File: config.mk
export PLATFORM = sky130hd
export DESIGN_NAME = ext_bus_config
export DESIGN_NICKNAME = d
export VERILOG_FILES = /design/src/design/bus_cfg_pkg.sv /design/src/design/pin_function_map.sv /design/src/design/area_decoder.sv /design/src/design/ext_bus_config.sv
export VERILOG_INCLUDE_DIRS = /design/src /design/src/design
export SDC_FILE = /design/constraint.sdc
export NUM_CORES = 1
export LEC_CHECK = 0
export BUFFER_PORTS_ARGS = -buffer_cell sky130_fd_sc_hd__buf_2
export CAP_MARGIN = 10
export CELL_PAD_IN_SITES_DETAIL_PLACEMENT = 1
export CELL_PAD_IN_SITES_GLOBAL_PLACEMENT = 1
export CORE_MARGIN = 4
export CORE_UTILIZATION = 31
export CTS_CLUSTER_SIZE = 10
export DETAILED_ROUTE_END_ITERATION = 10
export GPL_TIMING_DRIVEN = 0
export PLACE_DENSITY_LB_ADDON = 0.25
export SETUP_SLACK_MARGIN = 0.5
export SLEW_MARGIN = 20
export SYNTH_ARGS = -nofsm -noshare
export SYNTH_HDL_FRONTEND = slang
export SYNTH_SLANG_ARGS = --single-unit
File: constraint.sdc
create_clock -name clock -period 2.5 [get_ports clock]
set_input_delay 0.375 -clock clock [delete_from_list [all_inputs] [get_ports clock]]
set_output_delay 0.375 -clock clock [all_outputs]
set_load 0.005 [all_outputs]
File: src/design/ext_bus_regs.svh
// Constants for the external bus configuration block
`ifndef EXT_BUS_REGS_SVH
`define EXT_BUS_REGS_SVH

// Processor mode field codes
`define MODE_SINGLE 2'h0
`define MODE_EXPAND 2'h1
`define MODE_RESVD 2'h2
`define MODE_MICRO 2'h3

// Mode register 0 field positions
`define PM0_MODE_LO 0
`define PM0_MODE_HI 1
`define PM0_MUX_LO 4
`define PM0_MUX_HI 5
`define PM0_ADDR16 6

// Multiplexed-bus space select codes
`define MUX_NONE 2'h0
`define MUX_CS1 2'h1
`define MUX_CS2 2'h2
`define MUX_ALL 2'h3

// Reset values
`define PM0_MUX_RESET 2'h0
`define PM0_ADDR16_RESET 1'h0
`define EXPAND_RESET 1'h0

// Internal memory sizes in Kbytes
`define RAM_BASE_KB 9'h00f
`define RAM_EXP_KB 9'h014
`define ROM_BASE_KB 9'h0c0
`define ROM_EXP_KB 9'h100

// Chip-select area bounds
`define CS0_LO 20'h30000
`define CS0_HI_EXP 20'hcffff
`define CS0_HI_EXP_BIG 20'hbffff
`define CS0_HI_MICRO 20'hfffff
`define CS1_LO 20'h28000
`define CS1_HI 20'h2ffff
`define CS2_LO 20'h08000
`define CS2_HI 20'h27fff
`define CS3_LO 20'h04000
`define CS3_LO_BIG 20'h06000
`define CS3_HI 20'h07fff

`endif

File: src/design/bus_cfg_pkg.sv
// Types for the external bus configuration block
package bus_cfg_pkg;

  typedef enum logic [1:0] {st_idle, st_addr, st_wait, st_data} bus_state_t;

endpackage

File: src/design/pin_function_map.sv
// Port pin function selection from the bus settings
`timescale 1ns/100ps
`include "ext_bus_regs.svh"

module pin_function_map (
  // Settings
  input wire logic [1:0] mode,
  input wire logic addr16,
  input wire logic mux_all,
  input wire logic byte_pin,
  // Bus function per port group
  output logic p0_bus,
  output logic p1_bus,
  output logic p2_bus,
  output logic p30_bus,
  output logic p3hi_bus,
  output logic p4lo_bus,
  output logic ctrl_bus
);

  logic ext;

  always_comb
  begin
    ext = (mode != `MODE_SINGLE);
    p0_bus = ext && !mux_all;
    p1_bus = ext && !byte_pin && !mux_all;
    p2_bus = ext;
    p30_bus = ext;
    p3hi_bus = ext && !mux_all;
    p4lo_bus = ext && !addr16 && !mux_all;
    ctrl_bus = ext;
  end

endmodule

File: src/design/area_decoder.sv
// Chip-select area decoding for four regions
`timescale 1ns/100ps
`include "ext_bus_regs.svh"

module area_decoder (
  // Lookup
  input wire logic [19:0] addr,
  input wire logic micro,
  input wire logic expanded,
  // Region hits
  output logic [3:0] hit
);

  logic [19:0] lo [4];
  logic [19:0] hi [4];

  always_comb
  begin
    lo[0] = `CS0_LO;
    hi[0] = micro ? `CS0_HI_MICRO : (expanded ? `CS0_HI_EXP_BIG : `CS0_HI_EXP);
    lo[1] = `CS1_LO;
    hi[1] = `CS1_HI;
    lo[2] = `CS2_LO;
    hi[2] = `CS2_HI;
    lo[3] = expanded ? `CS3_LO_BIG : `CS3_LO;
    hi[3] = `CS3_HI;
  end

  genvar i;
  generate
    for (i = 0; i < 4; i++)
    begin : g_cs
      assign hit[i] = (addr >= lo[i]) && (addr <= hi[i]);
    end
  endgenerate

endmodule

File: src/design/ext_bus_config.sv
// External bus configuration and access sequencer
`timescale 1ns/100ps
`include "ext_bus_regs.svh"

// Operation
// - Expansion bit clears while reset is asserted
// - Expanded: RAM 20K, ROM 256K
// - Expansion bit changes chip-select areas
// - Single-chip mode ignores the expansion bit
// - Address width bit one: 16-bit address
// - Address width bit zero: 20-bit address
// - Width pin low 16, high 8
// - Separate 8-bit uses P0; 16 adds P1
// - Mode register bits 4,5 pick format
// - Mux 8-bit shares D0-7 with A0-7
// - Mux 16-bit shares D0-7 with A1-8
// - Address latch strobe driven on P56
// - Separate bus wait is optional
// - Reset gives separate bus; no whole-space mux in micro mode
// - Whole-space mux frees P31-P37; the code keeps p3_oe on, so all of P3 stays driven
// - Space field: 00,01/10,11 encoding
module ext_bus_config (
  // Clock and reset
  input wire logic clock,
  input wire logic rst,
  // Straps
  input wire logic boot_mode_pin,
  input wire logic data_width_pin,
  input wire logic large_product,
  // Mode register 0 and expansion bit writes
  input wire logic pm0_wr,
  input wire logic [7:0] pm0_wdata,
  input wire logic expand_wr,
  input wire logic internal_area_expand_bit_in,
  output logic [7:0] pm0_rdata,
  output logic internal_area_expand_bit,
  // Chip-select control and wait select
  input wire logic [3:0] cs_enable,
  input wire logic sw_wait_en,
  // Memory map results
  output logic area_expanded,
  output logic [8:0] ram_kb,
  output logic [8:0] rom_kb,
  // Access request
  input wire logic req,
  input wire logic req_write,
  input wire logic [19:0] req_addr,
  input wire logic [15:0] req_wdata,
  output logic bus_ready,
  output logic ack,
  output logic [15:0] rdata,
  // Port pins
  input wire logic [7:0] p0_in,
  output logic [7:0] p0_out,
  output logic p0_oe,
  input wire logic [7:0] p1_in,
  output logic [7:0] p1_out,
  output logic p1_oe,
  input wire logic [7:0] p2_in,
  output logic [7:0] p2_out,
  output logic p2_oe,
  input wire logic [7:0] p3_in,
  output logic [7:0] p3_out,
  output logic p3_oe,
  output logic [3:0] p4_out,
  output logic p4_oe,
  output logic [3:0] cs_n,
  output logic ale
);

  bus_cfg_pkg::bus_state_t state_reg, state_next;
  logic [1:0] mode_reg, mode_next;
  logic [1:0] mux_reg, mux_next;
  logic addr16_reg, addr16_next;
  logic expand_reg, expand_next;
  logic strap_reg, strap_next;
  logic [19:0] addr_reg, addr_next;
  logic [15:0] wdata_reg, wdata_next;
  logic write_reg, write_next;
  logic mux_acc_reg, mux_acc_next;
  logic [15:0] rdata_reg, rdata_next;
  logic ack_reg, ack_next;
  logic [7:0] p0_reg, p0_next, p1_reg, p1_next, p2_reg, p2_next;
  logic [7:0] p3_reg, p3_next;
  logic [3:0] p4_reg, p4_next;
  logic [4:0] oe_reg, oe_next;
  logic [3:0] cs_n_reg, cs_n_next;
  logic ale_reg, ale_next;
  logic expand_eff, mux_all_eff, taken, is_mux;
  logic fn_p0, fn_p1, fn_p2, fn_p30, fn_p3hi, fn_p4, fn_ctrl;
  logic [3:0] hit;

  //----------------------------------------
  // Settings in effect
  //----------------------------------------
  always_comb
  begin
    expand_eff = expand_reg && large_product && (mode_reg != `MODE_SINGLE);
    mux_all_eff = (mux_reg == `MUX_ALL) && (mode_reg == `MODE_EXPAND);
    area_expanded = expand_eff;
    ram_kb = expand_eff ? `RAM_EXP_KB : `RAM_BASE_KB;
    rom_kb = expand_eff ? `ROM_EXP_KB : `ROM_BASE_KB;
    pm0_rdata = 8'h00;
    pm0_rdata[`PM0_MODE_HI:`PM0_MODE_LO] = mode_reg;
    pm0_rdata[`PM0_MUX_HI:`PM0_MUX_LO] = mux_reg;
    pm0_rdata[`PM0_ADDR16] = addr16_reg;
    internal_area_expand_bit = expand_reg;
  end

  pin_function_map u_pin_map (
    .mode(mode_reg),
    .addr16(addr16_reg),
    .mux_all(mux_all_eff),
    .byte_pin(data_width_pin),
    .p0_bus(fn_p0),
    .p1_bus(fn_p1),
    .p2_bus(fn_p2),
    .p30_bus(fn_p30),
    .p3hi_bus(fn_p3hi),
    .p4lo_bus(fn_p4),
    .ctrl_bus(fn_ctrl)
  );

  area_decoder u_area (
    .addr(req_addr),
    .micro(mode_reg == `MODE_MICRO),
    .expanded(expand_eff),
    .hit(hit)
  );

  //----------------------------------------
  // Configuration registers
  //----------------------------------------
  always_comb
  begin
    mode_next = mode_reg;
    mux_next = mux_reg;
    addr16_next = addr16_reg;
    expand_next = expand_reg;
    strap_next = 1'b1;
    if (!strap_reg)
    begin
      mode_next = boot_mode_pin ? `MODE_MICRO : `MODE_SINGLE;
    end
    else if (pm0_wr)
    begin
      if (pm0_wdata[`PM0_MODE_HI:`PM0_MODE_LO] != `MODE_RESVD)
      begin
        mode_next = pm0_wdata[`PM0_MODE_HI:`PM0_MODE_LO];
      end
      mux_next = pm0_wdata[`PM0_MUX_HI:`PM0_MUX_LO];
      addr16_next = pm0_wdata[`PM0_ADDR16];
    end
    if (strap_reg && expand_wr)
    begin
      expand_next = internal_area_expand_bit_in;
    end
  end

  always_ff @(posedge clock or posedge rst)
  begin
    if (rst)
    begin
      mode_reg <= `MODE_SINGLE;
      mux_reg <= `PM0_MUX_RESET;
      addr16_reg <= `PM0_ADDR16_RESET;
      expand_reg <= `EXPAND_RESET;
      strap_reg <= 1'b0;
    end
    else
    begin
      mode_reg <= mode_next;
      mux_reg <= mux_next;
      addr16_reg <= addr16_next;
      expand_reg <= expand_next;
      strap_reg <= strap_next;
    end
  end

  //----------------------------------------
  // Access sequencer
  //----------------------------------------
  always_comb
  begin
    bus_ready = strap_reg && fn_ctrl && (state_reg == bus_cfg_pkg::st_idle);
    taken = req && bus_ready;
    is_mux = mux_all_eff || ((mux_reg == `MUX_CS1) && hit[1]) ||
             ((mux_reg == `MUX_CS2) && hit[2]);
    state_next = state_reg;
    addr_next = addr_reg;
    wdata_next = wdata_reg;
    write_next = write_reg;
    mux_acc_next = mux_acc_reg;
    rdata_next = rdata_reg;
    ack_next = 1'b0;
    case (state_reg)
      bus_cfg_pkg::st_idle:
      begin
        if (taken)
        begin
          addr_next = req_addr;
          wdata_next = req_wdata;
          write_next = req_write;
          mux_acc_next = is_mux;
          state_next = bus_cfg_pkg::st_addr;
        end
      end
      bus_cfg_pkg::st_addr:
      begin
        if (mux_acc_reg || sw_wait_en)
        begin
          state_next = bus_cfg_pkg::st_wait;
        end
        else
        begin
          state_next = bus_cfg_pkg::st_data;
        end
      end
      bus_cfg_pkg::st_wait:
      begin
        state_next = bus_cfg_pkg::st_data;
      end
      default:
      begin
        state_next = bus_cfg_pkg::st_idle;
        ack_next = 1'b1;
        if (write_reg)
        begin
          rdata_next = rdata_reg;
        end
        else if (!mux_acc_reg)
        begin
          rdata_next = {data_width_pin ? 8'h00 : p1_in, p0_in};
        end
        else if (data_width_pin)
        begin
          rdata_next = {8'h00, p2_in};
        end
        else
        begin
          rdata_next = {p1_in, p3_in[0], p2_in[7:1]};
        end
      end
    endcase
  end

  //----------------------------------------
  // Pin drive
  //----------------------------------------
  always_comb
  begin
    p0_next = wdata_next[7:0];
    p1_next = wdata_next[15:8];
    p2_next = addr_next[7:0];
    p3_next = addr_next[15:8];
    p4_next = addr_next[19:16];
    if (mux_acc_next && (state_next == bus_cfg_pkg::st_data))
    begin
      if (data_width_pin)
      begin
        p2_next = wdata_next[7:0];
      end
      else
      begin
        p2_next[7:1] = wdata_next[6:0];
        p3_next[0] = wdata_next[7];
      end
    end
    oe_next[0] = fn_p0 && write_next && !mux_acc_next &&
                 (state_next == bus_cfg_pkg::st_data);
    oe_next[1] = fn_p1 && write_next && (state_next == bus_cfg_pkg::st_data);
    oe_next[2] = fn_p2 && !(mux_acc_next && !write_next &&
                 (state_next == bus_cfg_pkg::st_data));
    oe_next[3] = fn_p30 || fn_p3hi;
    oe_next[4] = fn_p4;
    ale_next = fn_ctrl && mux_acc_next && (state_next == bus_cfg_pkg::st_addr);
    cs_n_next = 4'hf;
    if (fn_ctrl && taken)
    begin
      cs_n_next = ~(hit & cs_enable);
    end
    else if (state_next != bus_cfg_pkg::st_idle)
    begin
      cs_n_next = cs_n_reg;
    end
  end

  always_ff @(posedge clock or posedge rst)
  begin
    if (rst)
    begin
      state_reg <= bus_cfg_pkg::st_idle;
      addr_reg <= 20'h00000;
      wdata_reg <= 16'h0000;
      write_reg <= 1'b0;
      mux_acc_reg <= 1'b0;
      rdata_reg <= 16'h0000;
      ack_reg <= 1'b0;
      p0_reg <= 8'h00;
      p1_reg <= 8'h00;
      p2_reg <= 8'h00;
      p3_reg <= 8'h00;
      p4_reg <= 4'h0;
      oe_reg <= 5'h00;
      cs_n_reg <= 4'hf;
      ale_reg <= 1'b0;
    end
    else
    begin
      state_reg <= state_next;
      addr_reg <= addr_next;
      wdata_reg <= wdata_next;
      write_reg <= write_next;
      mux_acc_reg <= mux_acc_next;
      rdata_reg <= rdata_next;
      ack_reg <= ack_next;
      p0_reg <= p0_next;
      p1_reg <= p1_next;
      p2_reg <= p2_next;
      p3_reg <= p3_next;
      p4_reg <= p4_next;
      oe_reg <= oe_next;
      cs_n_reg <= cs_n_next;
      ale_reg <= ale_next;
    end
  end

  assign ack = ack_reg;
  assign rdata = rdata_reg;
  assign p0_out = p0_reg;
  assign p1_out = p1_reg;
  assign p2_out = p2_reg;
  assign p3_out = p3_reg;
  assign p4_out = p4_reg;
  assign {p4_oe, p3_oe, p2_oe, p1_oe, p0_oe} = oe_reg;
  assign cs_n = cs_n_reg;
  assign ale = ale_reg;
endmodule

==> results.json <==
{
  "ys.flop_type": "dfrtp_1",
  "largest_reg_flops": 16,
  "critPathKind": "reg -> reg",
  "fin_util_pct": 45.74,
  "grt_max_degree": 27,
  "max-vdd-ir-drop_uv": 402.5,
  "synth-edff-count": 0,
  "die_w_um": 121.2,
  "vias": 3627,
  "grt_usage_pct": 17.36,
  "clockRootBuffer": "clkbuf_16",
  "antenna_cells": 0,
  "fin_ws_ns": 0.3461,
  "yosysSeqAreaShare_pct": 52.38,
  "syn_area_um2": 3975,
  "worst_hold_slack_ns": 0.04084,
  "drt_iter0_drc": 228,
  "grt_pass1_wl_um": 19800,
  "hold_viol_final": 0,
  "drc_errors": 0,
  "cts_tree": "yes",
  "worstPathMaxFanout": 7,
  "h-tree-depth": 3,
  "cts_made_buffers": 9,
  "relSlewSlack_pct": 64.19,
  "drive_above_1_share_pct": 45.38,
  "crit_chain": "inv_2, ha_4, or3b_4, a311o_1, a211oi_4, buf_12, mux2_4",
  "finalCritPeriodShare_pct": 86.16,
  "required_ns": 2.72,
  "portBuffers": 157,
  "power_leakage_nw": 2.995,
  "die_h_um": 121.2,
  "dpl_worst_slack_ns": -0.04149,
  "coreArea_um2": 12570,
  "synth.distinct_cells": 46,
  "syn_inst": 413,
  "fin_total_pwr_mw": 6.097,
  "synth_top_area_share_pct": 49.73,
  "gr-total-overflow": 0,
  "power.density_nw_per_um2": 1061,
  "antenna_found_initial": 0,
  "outcome": "finished clean",
  "grt_setup_unrepaired": "yes",
  "io_pins": 183,
  "cts_buffer_depth": 2,
  "synth_area_leaders": "dfrtp_1, nand2_1, buf_4, mux2i_1, o21ai_0",
  "endpoint_kind": "flip-flop",
  "wl_per_cell_um": 16.44,
  "min_path_type": "in -> async",
  "synth-async-reset-ratio_pct": 100.0,
  "setup_viol": 0,
  "start_util_pct": 31.63,
  "syn_area_per_cell_um2": 9.625,
  "post_drt_via_cell_ratio": 4.597,
  "min_period_ns": 2.154,
  "dp_hpwl_um": 9832,
  "dr.pass1.iters": 4,
  "fmax_mhz": 464.3,
  "fin_nets": 711,
  "critPathMaxStageDelay_ns": 0.41,
  "synthToLayoutAreaGrowth_pct": 44.63,
  "grt_pass1_vias": 3857,
  "slowest_stage": "a311o_1",
  "ant_nets": 0,
  "rows": 41,
  "drv_cap": 0,
  "routed_wl_um": 12970,
  "clkTransAtPathRegs_ns": 0.06,
  "start_kind": "flip-flop",
  "clock_latency_ns": 0.34,
  "clock_skew_ns": 0.006094,
  "yosys_warnings": 0,
  "gp_congestion": 0.7936,
  "yosysTopAreaCell": "dfrtp_1",
  "ys_ff_latch": 83,
  "dieArea_um2": 14700,
  "arrival_ns": 2.38,
  "cts.sinks": 83,
  "tightest_slew_ns": 0.5372,
  "slew_viol_final": 0
}
-- layout by cell type (no fill, tap or decap), types with 5 or more instances in the layout --
cell,count
a21oi_1,7
buf_2,160
buf_4,46
clkbuf_1,8
clkbuf_16,10
conb_1,15
dfrtp_1,76
ha_1,6
inv_1,12
mux2i_1,16
nand2_1,122
nand3_1,5
nand4_1,5
nor2_1,6
o21ai_0,30
-- synthesized netlist by cell type (2+ instances only) --
cell type / instances
mux2i_1: 21
nor4_1: 4
dfstp_2: 4
dfrtp_1: 79
buf_6: 3
buf_2: 7
nand2_1: 122
mux2_2: 8
nor2_1: 10
nand2b_1: 2
a21oi_1: 12
or3_1: 3
nand4_1: 5
o22a_1: 3
ha_1: 8
nand3_1: 6
nor4b_1: 3
clkbuf_1: 7
o21ai_0: 32
inv_1: 16
conb_1: 2
buf_4: 32
-- report_power, final --
group / total [mW] / internal (mW) / switching, mW
registers: 2.20 / 1.92 / 0.275
logic: 2.64 / 1.29 / 1.35
clock network: 1.26 / 0.726 / 0.536
total: 6.10 / 3.94 / 2.16
-- metal layers --
| metal | routed length [um] | GRT usage [%] |
|---|---|---|
| met1 | 5317 | 21.21 |
| met2 | 6873 | 30.50 |
| met3 | 465 | 2.704 |
| met4 | 313 | 7.143 |
| met5 | 0 | 0 |
-- metrics by stage --
step	setup TNS (ns)	cell area [um2]	std cells
after floorplan	0	4038	426
after global placement	-0.007422	5039	755
after detailed placement	-0.04149	5114	758
after CTS	0	5609	786
after global routing	0	5749	789
final	0	5749	789
-- cells by family (layout without fill, tap and decap cells) --
group,Yosys count,after routing,synth area share (%)
AOI/OAI and AO/OA,61,61,9.569
adders and majority gates,8,8,2.518
buffers and inverters,66,257,10.04
DFF,83,83,52.38
muxes,29,29,7.554
other,2,15,0.1889
and+or+nand+nor,164,164,17.75
-- what timing repair did --
item	CTS	global route
hold buffers	0	0
cloned	0	1
buffers inserted	12	2
pin swaps	4	6
gates resized for setup	30	27
endpoints found under the hold margin	0	0
endpoints found under the setup margin	47	24
-- area by class of cell --
type | count | area [um2]
plain buffers | 49 | 366.6
clock buffers | 14 | 264.0
clock inverters | 2 | 10.01
fillers | 1505 | 6819
inverters | 17 | 67.56
multi-input cells | 277 | 1737
flip-flops and latches | 83 | 2086
well taps | 172 | 215.2
repair buffers | 175 | 1003
-- path summary, 6_finish.rpt --
check	from	endpoint	cells after the start	slack, ns
max in group asynchronous	rst	state_reg[0]	4	1.77
setup reg to reg	state_reg[1]	p2_out[1]	7	0.35
setup / recovery	state_reg[1]	p2_out[1]	7	0.35
min in group clock	req_wdata[11]	p1_out[3]	3	0.22
hold / removal	rst	p1_out[3]	2	0.04
hold reg to reg	addr16_reg	oe_reg[4]	1	0.47
-- critical path, delay by kind of cell (launching register included) --
kind	cells	cell delay, ns
fa+ha+maj	1	0.12
flops	1	0.38
simple gates	1	0.36
mux	1	0.30
buf+inv	2	0.25
compound gates	2	0.62
Power figures use the tool's default switching activity.
